### src/logic/tcc_pkg.sv
package tcc_pkg;
   // Register addresses on the special function register port.
   localparam logic [7:0] ADDR_CTRL = 8'hc8;
   localparam logic [7:0] ADDR_RLD_LO = 8'hca;
   localparam logic [7:0] ADDR_RLD_HI = 8'hcb;
   localparam logic [7:0] ADDR_CNT_LO = 8'hcc;
   localparam logic [7:0] ADDR_CNT_HI = 8'hcd;
   localparam logic [7:0] ADDR_CLK_CTRL = 8'hce;
   // Field positions in the control register.
   localparam int HI_FLAG_BIT = 7;
   localparam int LO_FLAG_BIT = 6;
   localparam int LO_INT_EN_BIT = 5;
   localparam int CAP_EN_BIT = 4;
   localparam int SPLIT_BIT = 3;
   localparam int RUN_BIT = 2;
   localparam int XCLK_BIT = 0;
   localparam logic [7:0] CTRL_WMASK = 8'hfd;
   // Field positions in the clock control register.
   localparam int HI_SEL_BIT = 5;
   localparam int LO_SEL_BIT = 4;
   // Reset values.
   localparam logic [7:0] CTRL_RESET = 8'h00;
   localparam logic [15:0] CNT_RESET = 16'h0000;
   localparam logic [15:0] RLD_RESET = 16'h0000;
   // Prescaler for the divided system clock.
   localparam int PRESCALE = 12;
   localparam logic [3:0] PRE_LAST = 4'(PRESCALE - 1);

   typedef struct packed {
      logic sync1;
      logic sync2;
      logic sync3;
      logic ext_lvl;
      logic [3:0] pre;
      logic [7:0] ctrl;
      logic hi_sel;
      logic lo_sel;
      logic [15:0] cnt;
      logic [15:0] rld;
      logic [7:0] rdata;
   } tcc_state_t;
endpackage

### src/logic/tcc_timer.sv
`timescale 1ns/100ps
module tcc_timer
   import tcc_pkg::*;
(
   input wire logic clock,
   input wire logic arst_n,
   input wire logic ext_clk_div8,
   input wire logic timer_int_enable,
   input wire logic [7:0] sfr_addr,
   input wire logic [7:0] sfr_wdata,
   input wire logic sfr_wr,
   input wire logic sfr_rd,
   output logic [7:0] sfr_rdata,
   output logic timer_irq
);

   tcc_state_t st_r;
   tcc_state_t st_nxt;
   logic cap_stb;
   logic tick12;
   logic lo_tick;
   logic hi_tick;
   logic cap_on;
   logic set_hi;
   logic set_lo;

   // Picks one byte's count clock from its select bits.
   function automatic logic sel_tick(input logic fast, input logic xclk,
         input logic t12, input logic text);
      sel_tick = fast | (xclk ? text : t12);
   endfunction

   // The filtered level falls once the last two stages agree low.
   assign cap_stb = st_r.ext_lvl & ~st_r.sync2 & ~st_r.sync3;
   assign tick12 = (st_r.pre == PRE_LAST);
   assign cap_on = st_r.ctrl[CAP_EN_BIT];

   always_comb begin
      if (cap_on) begin
         lo_tick = st_r.lo_sel | tick12;
         hi_tick = st_r.lo_sel | tick12;
      end else begin
         lo_tick = sel_tick(st_r.lo_sel, st_r.ctrl[XCLK_BIT], tick12,
            cap_stb);
         hi_tick = sel_tick(st_r.hi_sel, st_r.ctrl[XCLK_BIT], tick12,
            cap_stb);
      end
   end

   always_comb begin
      st_nxt = st_r;
      set_hi = 1'b0;
      set_lo = 1'b0;
      st_nxt.sync1 = ext_clk_div8;
      st_nxt.sync2 = st_r.sync1;
      st_nxt.sync3 = st_r.sync2;
      if (st_r.sync2 == st_r.sync3) begin
         st_nxt.ext_lvl = st_r.sync3;
      end
      st_nxt.pre = tick12 ? 4'h0 : st_r.pre + 4'h1;
      if (!st_r.ctrl[SPLIT_BIT]) begin
         if (st_r.ctrl[RUN_BIT] && lo_tick) begin
            if (st_r.cnt == 16'hffff) begin
               st_nxt.cnt = st_r.rld;
               set_hi = 1'b1;
            end else begin
               st_nxt.cnt = st_r.cnt + 16'h0001;
            end
            if (st_r.cnt[7:0] == 8'hff) begin
               set_lo = 1'b1;
            end
         end
      end else begin
         if (lo_tick) begin
            if (st_r.cnt[7:0] == 8'hff) begin
               st_nxt.cnt[7:0] = st_r.rld[7:0];
               set_lo = 1'b1;
            end else begin
               st_nxt.cnt[7:0] = st_r.cnt[7:0] + 8'h01;
            end
         end
         if (st_r.ctrl[RUN_BIT] && hi_tick) begin
            if (st_r.cnt[15:8] == 8'hff) begin
               st_nxt.cnt[15:8] = st_r.rld[15:8];
               set_hi = 1'b1;
            end else begin
               st_nxt.cnt[15:8] = st_r.cnt[15:8] + 8'h01;
            end
         end
      end
      if (sfr_wr) begin
         case (sfr_addr)
            ADDR_CTRL: st_nxt.ctrl = sfr_wdata & CTRL_WMASK;
            ADDR_RLD_LO: st_nxt.rld[7:0] = sfr_wdata;
            ADDR_RLD_HI: st_nxt.rld[15:8] = sfr_wdata;
            ADDR_CNT_LO: st_nxt.cnt[7:0] = sfr_wdata;
            ADDR_CNT_HI: st_nxt.cnt[15:8] = sfr_wdata;
            ADDR_CLK_CTRL: begin
               st_nxt.hi_sel = sfr_wdata[HI_SEL_BIT];
               st_nxt.lo_sel = sfr_wdata[LO_SEL_BIT];
            end
            default: st_nxt.rld = st_nxt.rld;
         endcase
      end
      // A capture outranks a software write to the reload bytes.
      if (cap_on && cap_stb) begin
         st_nxt.rld = st_r.cnt;
         set_hi = 1'b1;
      end
      // Hardware sets win over a software clear in the same cycle.
      if (set_hi) begin
         st_nxt.ctrl[HI_FLAG_BIT] = 1'b1;
      end
      if (set_lo) begin
         st_nxt.ctrl[LO_FLAG_BIT] = 1'b1;
      end
      if (sfr_rd) begin
         case (sfr_addr)
            ADDR_CTRL: st_nxt.rdata = st_r.ctrl;
            ADDR_RLD_LO: st_nxt.rdata = st_r.rld[7:0];
            ADDR_RLD_HI: st_nxt.rdata = st_r.rld[15:8];
            ADDR_CNT_LO: st_nxt.rdata = st_r.cnt[7:0];
            ADDR_CNT_HI: st_nxt.rdata = st_r.cnt[15:8];
            ADDR_CLK_CTRL: begin
               st_nxt.rdata = 8'h00;
               st_nxt.rdata[HI_SEL_BIT] = st_r.hi_sel;
               st_nxt.rdata[LO_SEL_BIT] = st_r.lo_sel;
            end
            default: st_nxt.rdata = 8'h00;
         endcase
      end
   end

   always_ff @(posedge clock or negedge arst_n) begin
      if (!arst_n) begin
         st_r <= '{sync1: 1'b0, sync2: 1'b0, sync3: 1'b0, ext_lvl: 1'b0,
            pre: 4'h0, ctrl: CTRL_RESET, hi_sel: 1'b0, lo_sel: 1'b0,
            cnt: CNT_RESET, rld: RLD_RESET, rdata: 8'h00};
      end else begin
         st_r <= st_nxt;
      end
   end

   assign sfr_rdata = st_r.rdata;
   assign timer_irq = timer_int_enable & (st_r.ctrl[HI_FLAG_BIT] |
      (st_r.ctrl[LO_INT_EN_BIT] & st_r.ctrl[LO_FLAG_BIT]));
endmodule

### config.mk
export PLATFORM = sky130hd
export DESIGN_NAME = tcc_timer
export DESIGN_NICKNAME = d
export VERILOG_FILES = /design/src/logic/tcc_pkg.sv /design/src/logic/tcc_timer.sv
export SDC_FILE = /design/constraint.sdc
export NUM_CORES = 1
export LEC_CHECK = 0
export BUFFER_PORTS_ARGS = -buffer_cell sky130_fd_sc_hd__buf_4
export CORE_ASPECT_RATIO = 0.5
export CORE_MARGIN = 2
export CORE_UTILIZATION = 45
export CTS_CLUSTER_DIAMETER = 50
export DETAILED_ROUTE_END_ITERATION = 16
export PLACE_DENSITY_LB_ADDON = 0.05
export RECOVER_POWER = 100
export SETUP_SLACK_MARGIN = 0.15
export SYNTH_ARGS = -nofsm -noshare
export SYNTH_HDL_FRONTEND = slang
export SYNTH_SLANG_ARGS = --single-unit
### constraint.sdc
create_clock -name clock -period 2.9 [get_ports clock]
set_input_delay 0.725 -clock clock [delete_from_list [all_inputs] [get_ports clock]]
set_output_delay 0.725 -clock clock [all_outputs]
set_load 0.1 [all_outputs]
==> impl_metrics.toml, run 1 <==
[clock_network]
clk_latency_ns = 0.33
cts_sinks = 57
cts_htree_levels = 3
postCtsSetupBuffers = 0
cts_inserted_buffers = 9
clk_path_buf_depth = 2
hold_buffers = 0
cts_resized = 0
cts_tree = "done"
clk_pin_slew_ns = 0.05
root_buffer = "clkbuf_16"

[pwr]
p_leak_nw = 1.75
ir_drop_mv = 0.467
total_power_w = 0.00304
p_per_area_nw_per_um2 = 679

[synthesis]
synth-main-ff-cell = "dfrtp_1"
ys_types = 73
ys_top_cells_by_area = "dfrtp_1 (36%), mux2i_1 (7.8%), nand2_1 (4.3%)"
yosysSeqAreaShare_pct = 35.8
ys_ff_latch = 57
syn_inst = 453
yosysTopAreaCell = "dfrtp_1"
yosys.area_share.simple_pct = 20.2
synthMuxAreaShare_pct = 12.3
synthAdderAreaFrac_pct = 1.19
syn_area_per_cell_um2 = 8.80
async_reset_ff_share_pct = 100
syn_nets = 478
synth_area_um2 = 3990
synth-edff-count = 0
synth_top_cell_area_share_pct = 35.8
synthXorXnorAreaFrac_pct = 0.440
synth_top_family_by_area = "compound AO/OA/AOI/OAI gates"
synth_compound_area_share_pct = 22.4
yosys_warnings = 0

[route]
drtIter0Drc = 498
routedWlPerCell_um = 22.3
dr.pass1.iters = 6
vias = 3717
remaining_drc_errors = 0
via_per_inst = 6.27
final_antenna_net_count = 0
wirelength_mm = 13.2

[floorplan]
start_util_pct = 46.1
io_pins = 31
die_h_um = 70.5
fp.dieW_um = 137
fp-row-count = 24
die_area_um2 = 9670
core_area_um2 = 8650

[grt]
grt_overflow_total = 0
antenna_found_initial = 0
met2_usage_pct = 40.7
grt_pass1_wl_mm = 20.5
top_usage_layer = "met1"
grt_util_all_layers_pct = 28.8
grt_pass1_vias = 3458
use_met3_pct = 7.03
met1_usage_pct = 44.7
grt_max_degree = 58

[place]
port_buffers = 30
dp_hpwl_mm = 9.64
place_congestion = 0.958

[flow_run]
drv_cap = 0

[cells_and_area]
num_antenna_cells = 0
syn_to_final_growth_pct = 12.3
n_fill_cell = 822
layout-drive-gt1-share_pct = 17.2
final_common_cell = "dfrtp_1"
most-common-layout-cells = "dfrtp_1 (57), nand2_1 (46), nor2_1 (41), o21ai_0 (33)"
layout.nets = 496

[critical_path]
cp.arrival_ns = 2.85
crit_path_max_fanout = 10
r2r_start = "st_r[33]$_DFF_PN0_"
cp-end-kind = "register"
cp-startpoint = "st_r[33]$_DFF_PN0_"
start_kind = "register"
crit_required_ns = 3.16
critPathKind = "reg -> reg"

[sta]
rsz0062_at_grt = "false"
clock.fmax_ghz = 0.386
period_minus_slack_ns = 2.59
slew_headroom_pct = 2.18
hold_violations = 0
setup_viol = 0
worst_pin_slew_ns = 1.47
setup_tns_ns = 0
drv_slew = 0
final.period_utilization_pct = 89.4
finalClockSkew_ns = 0.00799

[hold_path]
hold_path.class = "reg -> reg"
hp-start = "st_nxt[56]$_DFF_PN0_"

[run_status]
outcome = "finished clean"
## flip-flops by register name (all words and copies together), names as in the netlist
name	count
st_nxt	2
cap_on	1
st_r	46
sfr_rdata	8
## per-layer routing
layer	vias to the layer above	part of all wire, %
met4	0	1.1
met1	1789	48
met3	15	9.9
li1	1702	-
met2	211	40
met5	-	0
## worst max-delay path: stages, from the launching register on
cell       delay, ns
dfrtp_1         0.53
ha_1            0.30
nand3_1         0.20
or4_1           0.73
nand3_2         0.18
o21ai_2         0.07
a2111oi_2       0.36
a211o_1         0.15
## where the power goes
part	internal [W]	switching [W]
clock network	0.000746	0.000368
logic	0.000301	0.000394
registers	0.000929	0.000301
## logic make-up (layout without fill, tap and decap cells)
kind of cell / count (synthesis) / after routing
buffers and inverters: 51 / 74
AO/OA/AOI/OAI: 134 / 134
AND/OR/NAND/NOR: 158 / 158
flip-flops: 57 / 57
XOR/XNOR: 2 / 2
multiplexers: 47 / 47
adder cells (fa/ha/maj): 4 / 4
## stage by stage
stage / util [%] / cell area, µm² / setup slack [ns] / hold slack (ns) / std cells
floorplan: - / 3990 / 0.537 / 0.331 / 453
global placement: 48.9 / 4230 / 0.515 / 0.344 / 577
detailed placement: 48.9 / 4230 / 0.483 / 0.336 / 577
CTS: 52.5 / 4540 / 0.550 / 0.357 / 593
global route: 51.8 / 4480 / 0.245 / 0.364 / 593
finish: 51.8 / 4480 / 0.306 / 0.355 / 593
## final timing paths
kind	end	slack [ns]	depth (start not counted)
setup / recovery	st_r[39]$_DFF_PN0_	0.31	7
hold / removal	st_nxt[55]$_DFF_PN0_	0.35	0
setup reg to reg	st_r[39]$_DFF_PN0_	0.31	7
hold reg to reg	st_nxt[55]$_DFF_PN0_	0.35	0
max in group asynchronous	st_r[38]$_DFF_PN0_	1.26	1
min in group asynchronous	st_r[52]$_DFF_PN0_	0.75	1
## area by class of cell
cell class | count | area, µm² | share of cell area (%)
Multi-Input combinational cell | 345 | 2250 | 50.3
Sequential cell | 57 | 1430 | 31.9
Timing Repair Buffer | 48 | 305 | 6.82
Clock buffer | 10 | 229 | 5.11
Tap cell | 117 | 146 | 3.27
Clock inverter | 6 | 82.6 | 1.84
Inverter | 10 | 37.5 | 0.838
## cell usage after synthesis, drive strengths merged, types with 2 or more instances
cell	number
nor3	14
or4	2
or2	4
ha	3
o211ai	5
a211o	5
a21o	2
nor4	4
and4	3
dfrtp	57
a41oi	2
nor4bb	2
a22oi	8
o21bai	2
clkbuf	19
o21ai	36
and3	3
nand2	46
o22a	7
nand3b	2
nor2	43
nand2b	5
a2111o	2
nand3	13
a21oi	28
buf	22
and2	4
a211oi	6
inv	10
a41o	2
mux2i	31
o22ai	9
nand4	6
a31oi	3
nor2b	3
o2111ai	2
o21a	3
o311ai	2
mux2	16
Note: power is estimated with default switching activity, not from simulation.
==> inputs of run 2 (changes only) <==
--- a/config.mk
+++ b/config.mk
@@ -8,12 +8,12 @@
 export BUFFER_PORTS_ARGS = -buffer_cell sky130_fd_sc_hd__buf_4
 export CORE_ASPECT_RATIO = 0.5
 export CORE_MARGIN = 2
-export CORE_UTILIZATION = 45
+export CORE_UTILIZATION = 38
 export CTS_CLUSTER_DIAMETER = 50
 export DETAILED_ROUTE_END_ITERATION = 16
-export PLACE_DENSITY_LB_ADDON = 0.05
+export PLACE_DENSITY = 0.64
 export RECOVER_POWER = 100
-export SETUP_SLACK_MARGIN = 0.15
+export SETUP_SLACK_MARGIN = 0.1
 export SYNTH_ARGS = -nofsm -noshare
 export SYNTH_HDL_FRONTEND = slang
 export SYNTH_SLANG_ARGS = --single-unit
==> run 2 against run 1 <==
  * The run now ends with capacitance limit, slew limit left
  * Clock power barely moved
  * Wire length is 6.8% lower
  * Sequential power is 3% lower
  * Register-to-register slack improved by 0.11 ns
  * Setup slack better by 0.070 ns
  * Worst hold slack worse by 0.0056 ns
  * Die area is 18% higher
  * Via count decreased by 2.2%
  * Core utilization decreased by 7.8 points
  * Flip-flop and latch count stayed put
  * Cell count increased by 3.7%
==> impl_metrics.toml, run 2 (synthesis gave the netlist of run 1 again) <==
[run_status]
outcome = "finished, violations left"
violations = "capacitance limit, slew limit"

[clock_network]
cts_sinks = 57
cts_tree = "done"
hold_buffers = 0
root_buffer = "clkbuf_16"
clk_pin_slew_ns = 0.06
clk_path_buf_depth = 2
cts_inserted_buffers = 9
postCtsSetupBuffers = 0
clk_latency_ns = 0.34
cts_htree_levels = 3
cts_resized = 0

[hold_path]
hold_path.class = "reg -> reg"
hp-start = "st_nxt[56]$_DFF_PN0_"
holdPathStages = 0
hold_end = "st_nxt[55]$_DFF_PN0_"

[grt]
grt_pass1_vias = 3507
antenna_found_initial = 0
grt_pass1_wl_mm = 20.0
grt_max_degree = 58
grt_util_all_layers_pct = 23.2
grt_overflow_total = 0

[cells_and_area]
num_antenna_cells = 0
multi_input_area_um2 = 2250
n_fill_cell = 1028
syn_to_final_growth_pct = 12.8
layout-drive-gt1-share_pct = 16.8
layout.nets = 495
most-common-layout-cells = "dfrtp_1 (57), nand2_1 (46), nor2_1 (41), o21ai_0 (32), mux2i_1 (31)"
ff_latch_area_um2 = 1430
largest_reg_flops = 46
final_common_cell = "dfrtp_1"
regMostFlops = "st_r"

[pwr]
ir_drop_mv = 0.229
combinationalPowerShare_pct = 23.6
clkPwrFrac_pct = 37.4
p_leak_nw = 1.74
p_sw_w = 0.00105
seq_power_share_pct = 39.0
intPower_w = 0.00199
p_per_area_nw_per_um2 = 676
p_sw_share_pct = 34.7

[critical_path]
cp-startpoint = "st_r[48]$_DFFE_PN0P_"
crit_path_max_fanout = 3
rr_worst_depth = 7
r2r-end = "st_r[39]$_DFF_PN0_"
r2r_slack_ns = 0.42
cp.arrival_ns = 1.80
r2r_start = "st_r[33]$_DFF_PN0_"
cp-end-kind = "primary output"
start_kind = "register"
critPathKind = "reg -> out"
crit_required_ns = 2.17

[floorplan]
core_area_um2 = 10200
fp-row-count = 26
io_pins = 31
start_util_pct = 39.0
fp.dieW_um = 149
die_area_um2 = 11400
die_h_um = 76.4

[route]
final_antenna_net_count = 0
via_per_inst = 5.91
remaining_drc_errors = 0
routedWlPerCell_um = 20.0
wirelength_mm = 12.3
dr.pass1.iters = 5
drtIter0Drc = 443
vias = 3636

[sta]
drv_slew = 58
period_minus_slack_ns = 2.52
setup_tns_ns = 0
fin_ws_ns = 0.376
finalClockSkew_ns = 0.00696
clock.fmax_ghz = 0.396
slew_headroom_pct = -1.61
worst_pin_slew_ns = 1.52
hold_violations = 0
setup_viol = 0
final.period_utilization_pct = 87.0
rsz0062_at_grt = "false"

[place]
place_ws_ns = 0.340
dp_hpwl_mm = 8.75
port_buffers = 30
place_congestion = 0.954

[flow_run]
drv_cap = 1
==> run 2: changes by cell type in the layout (fill, tap and decap cells not counted), sizes merged <==
cell | previous run | this run
buf | 31 | 30
==> run 2: worst max-delay path by stage <==
stage / cells after the start / endpoint / slack, ns
after global placement: 7 / st_r[26]$_DFF_PN0_ / 0.40
after global routing: 3 / timer_irq / 0.29
after floorplan: 1 / timer_irq / 0.12
final: 3 / timer_irq / 0.38
after CTS: 7 / st_r[33]$_DFF_PN0_ / 0.50
after detailed placement: 7 / st_r[26]$_DFF_PN0_ / 0.34
==> run 2: per-stage QoR <==
stage          hold slack (ns)  cells  power [W]  utilization, %  instance area (µm²)
2_1_floorplan            0.331    453    0.00164               -                 3990
5_1_grt                  0.362    615    0.00318            44.0                 4500
6_report                 0.349    615    0.00304            44.0                 4500
3_3_place_gp             0.335    599    0.00188            41.6                 4250
4_1_cts                  0.353    615    0.00303            44.6                 4560
3_5_place_dp             0.340    599    0.00189            41.6                 4250
==> run 2: power by group through the flow <==
stage / Combinational (W) / Sequential, W / Clock [W]
2_1_floorplan: 0.000606 / 0.00103 / 0
3_3_place_gp: 0.000697 / 0.00118 / 0
3_5_place_dp: 0.000704 / 0.00118 / 0
4_1_cts: 0.000708 / 0.00117 / 0.00115
5_1_grt: 0.000785 / 0.00120 / 0.00120
6_report: 0.000718 / 0.00119 / 0.00114
==> run 2: cell type report <==
class,count,share of cell area (%)
sequential,57,31.7
multi-input combinational,345,50.0
clock buffer,10,5.09
clock inverter,6,1.84
inverter,10,0.835
timing repair buffer,47,6.62
tap,140,3.90
==> run 2: critical path, cell delays in order (launching register included) <==
cell and delay, ns:
dfrtp_1 0.38, a21oi_1 0.08, nor2b_1 0.11, clkbuf_1 0.87
==> run 2: routing by layer <==
layer / vias up / track usage, % / routed length (µm)
met5: - / 0 / 0
met1: 1732 / 33.6 / 5960
met3: 31 / 6.59 / 1030
met4: 0 / 8.67 / 318
li1: 1698 / - / -
met2: 175 / 32.5 / 5020
==> inputs of run 3 (changes only) <==
--- a/config.mk
+++ b/config.mk
@@ -8,10 +8,11 @@
 export BUFFER_PORTS_ARGS = -buffer_cell sky130_fd_sc_hd__buf_4
 export CORE_ASPECT_RATIO = 0.5
 export CORE_MARGIN = 2
-export CORE_UTILIZATION = 38
+export CORE_UTILIZATION = 55
 export CTS_CLUSTER_DIAMETER = 50
 export DETAILED_ROUTE_END_ITERATION = 16
-export PLACE_DENSITY = 0.64
+export GPL_TIMING_DRIVEN = 0
+export PLACE_DENSITY = 0.83
 export RECOVER_POWER = 100
 export SETUP_SLACK_MARGIN = 0.1
 export SYNTH_ARGS = -nofsm -noshare
==> run 3 against run 2 <==
  * The flow now finishes without violations
  * Global-route usage up 13 points
  * Combinational power is 21% higher
  * Highest routed layer unchanged
  * Register-to-register slack got worse by 0.18 ns
  * Non-clock buffer count is 21 higher
  * First-iteration DRC count up 34%
==> impl_metrics.toml, run 3 (synthesis gave the netlist of run 1 again) <==
[clock_network]
clk_path_buf_depth = 2
clk_latency_ns = 0.34
cts_inserted_buffers = 9
hold_buffers = 0
clk_pin_slew_ns = 0.05
cts_htree_levels = 3
cts_tree = "done"
root_buffer = "clkbuf_16"
cts_resized = 1
cts_sinks = 57
postCtsSetupBuffers = 0

[flow_run]
drv_cap = 0

[grt]
use_met3_pct = 16.0
met2_usage_pct = 50.0
antenna_found_initial = 0
grt_pass1_vias = 3712
grt_overflow_total = 0
grt_util_all_layers_pct = 36.3
grt_pass1_wl_mm = 21.6
met1_usage_pct = 51.1
top_usage_layer = "met1"
grt_max_degree = 58

[route]
drtIter0Drc = 593
via_per_inst = 6.74
final_antenna_net_count = 0
vias = 3964
remaining_drc_errors = 0
routedWlPerCell_um = 23.2
wirelength_mm = 13.6
dr.pass1.iters = 5

[pwr]
ir_drop_mv = 0.780
p_leak_nw = 1.85
p_per_area_nw_per_um2 = 701

[cells_and_area]
n_fill_cell = 570
layout-drive-gt1-share_pct = 18.5
most-common-layout-cells = "dfrtp_1 (57), nand2_1 (46), nor2_1 (41), o21ai_0 (32), mux2i_1 (31)"
regMostFlops = "st_r"
largest_reg_flops = 46
stdcell_count = 588
syn_to_final_growth_pct = 16.3
finish.utilization_pct = 67.6
num_antenna_cells = 0
layout.nets = 516
final_common_cell = "dfrtp_1"

[critical_path]
critPathKind = "in -> reg"
crit_path_max_fanout = 10
cp-end-kind = "register"
start_kind = "primary input"
cp.arrival_ns = 2.92
crit_required_ns = 3.11

[sta]
final.period_utilization_pct = 93.4
finalClockSkew_ns = 0.0107
rsz0062_at_grt = "false"
worst_pin_slew_ns = 1.45
drv_slew = 0
fin_ws_ns = 0.192
setup_viol = 0
clock.fmax_ghz = 0.369
period_minus_slack_ns = 2.71
slew_headroom_pct = 3.04
hold_violations = 0

[place]
place_congestion = 1.03
dp_cells = 572
port_buffers = 27
place_ws_ns = -0.104
dp_hpwl_mm = 10.0

[floorplan]
fp.dieW_um = 124
fp-row-count = 21
start_util_pct = 58.1
die_h_um = 64.2
core_area_um2 = 6860
die_area_um2 = 7980
io_pins = 31

[run_status]
outcome = "finished clean"

[hold_path]
hold_path.class = "reg -> reg"
run 3: path summary, 6_finish.rpt:
kind                                      start              endpoint  slack [ns]  cells after the start
max reg2reg                  st_r[25]$_DFF_PN0_    st_r[39]$_DFF_PN0_        0.24                      8
max in group asynchronous                arst_n    st_r[36]$_DFF_PN0_        1.29                      1
min reg2reg                st_nxt[56]$_DFF_PN0_  st_nxt[55]$_DFF_PN0_        0.36                      0
max                                 sfr_addr[0]    st_r[35]$_DFF_PN0_        0.19                      6
min in group asynchronous                arst_n    st_r[52]$_DFF_PN0_        0.73                      1
min                        st_nxt[56]$_DFF_PN0_  st_nxt[55]$_DFF_PN0_        0.36                      0
run 3: metal layers:
metal | wire length (µm) | up-vias
met5 | 0 | -
met4 | 329 | 0
met3 | 2030 | 39
met2 | 5240 | 262
met1 | 6020 | 1917
li1 | - | 1746
run 3: per-stage QoR:
step           area [µm²]  total power, W  setup TNS (ns)  hold WS, ns
5_1_grt              4630         0.00338               0        0.366
4_1_cts              4660         0.00322               0        0.362
6_report             4630         0.00325               0        0.358
3_3_place_gp         4300         0.00192          -0.225        0.346
3_5_place_dp         4300         0.00194          -0.204        0.342
2_1_floorplan        3990         0.00164               0        0.331
run 3: report_power, final:
| group | total [W] | switching, W | internal (W) |
|---|---|---|---|
| registers | 0.00111 | 0.000179 | 0.000931 |
| logic | 0.000870 | 0.000534 | 0.000336 |
| clock network | 0.00127 | 0.000382 | 0.000887 |
| total | 0.00325 | 0.00109 | 0.00215 |
run 3: final cells by class:
cell class | instances | area, µm² | area share (%)
clock inverter | 4 | 98.8 | 2.13
inverter | 10 | 37.5 | 0.810
timing repair buffer | 27 | 168 | 3.62
multi-input combinational | 345 | 2270 | 48.9
tap | 92 | 115 | 2.48
clock buffer | 12 | 256 | 5.53
sequential | 57 | 1430 | 30.8
buffer | 41 | 265 | 5.72
run 3: worst max-delay path, cell delays in order:
cell and delay, ns:
buf_2 0.21, clkbuf_1 0.54, nand4_1 0.63, nand2_1 0.39
a211oi_1 0.09, a211oi_1 0.33
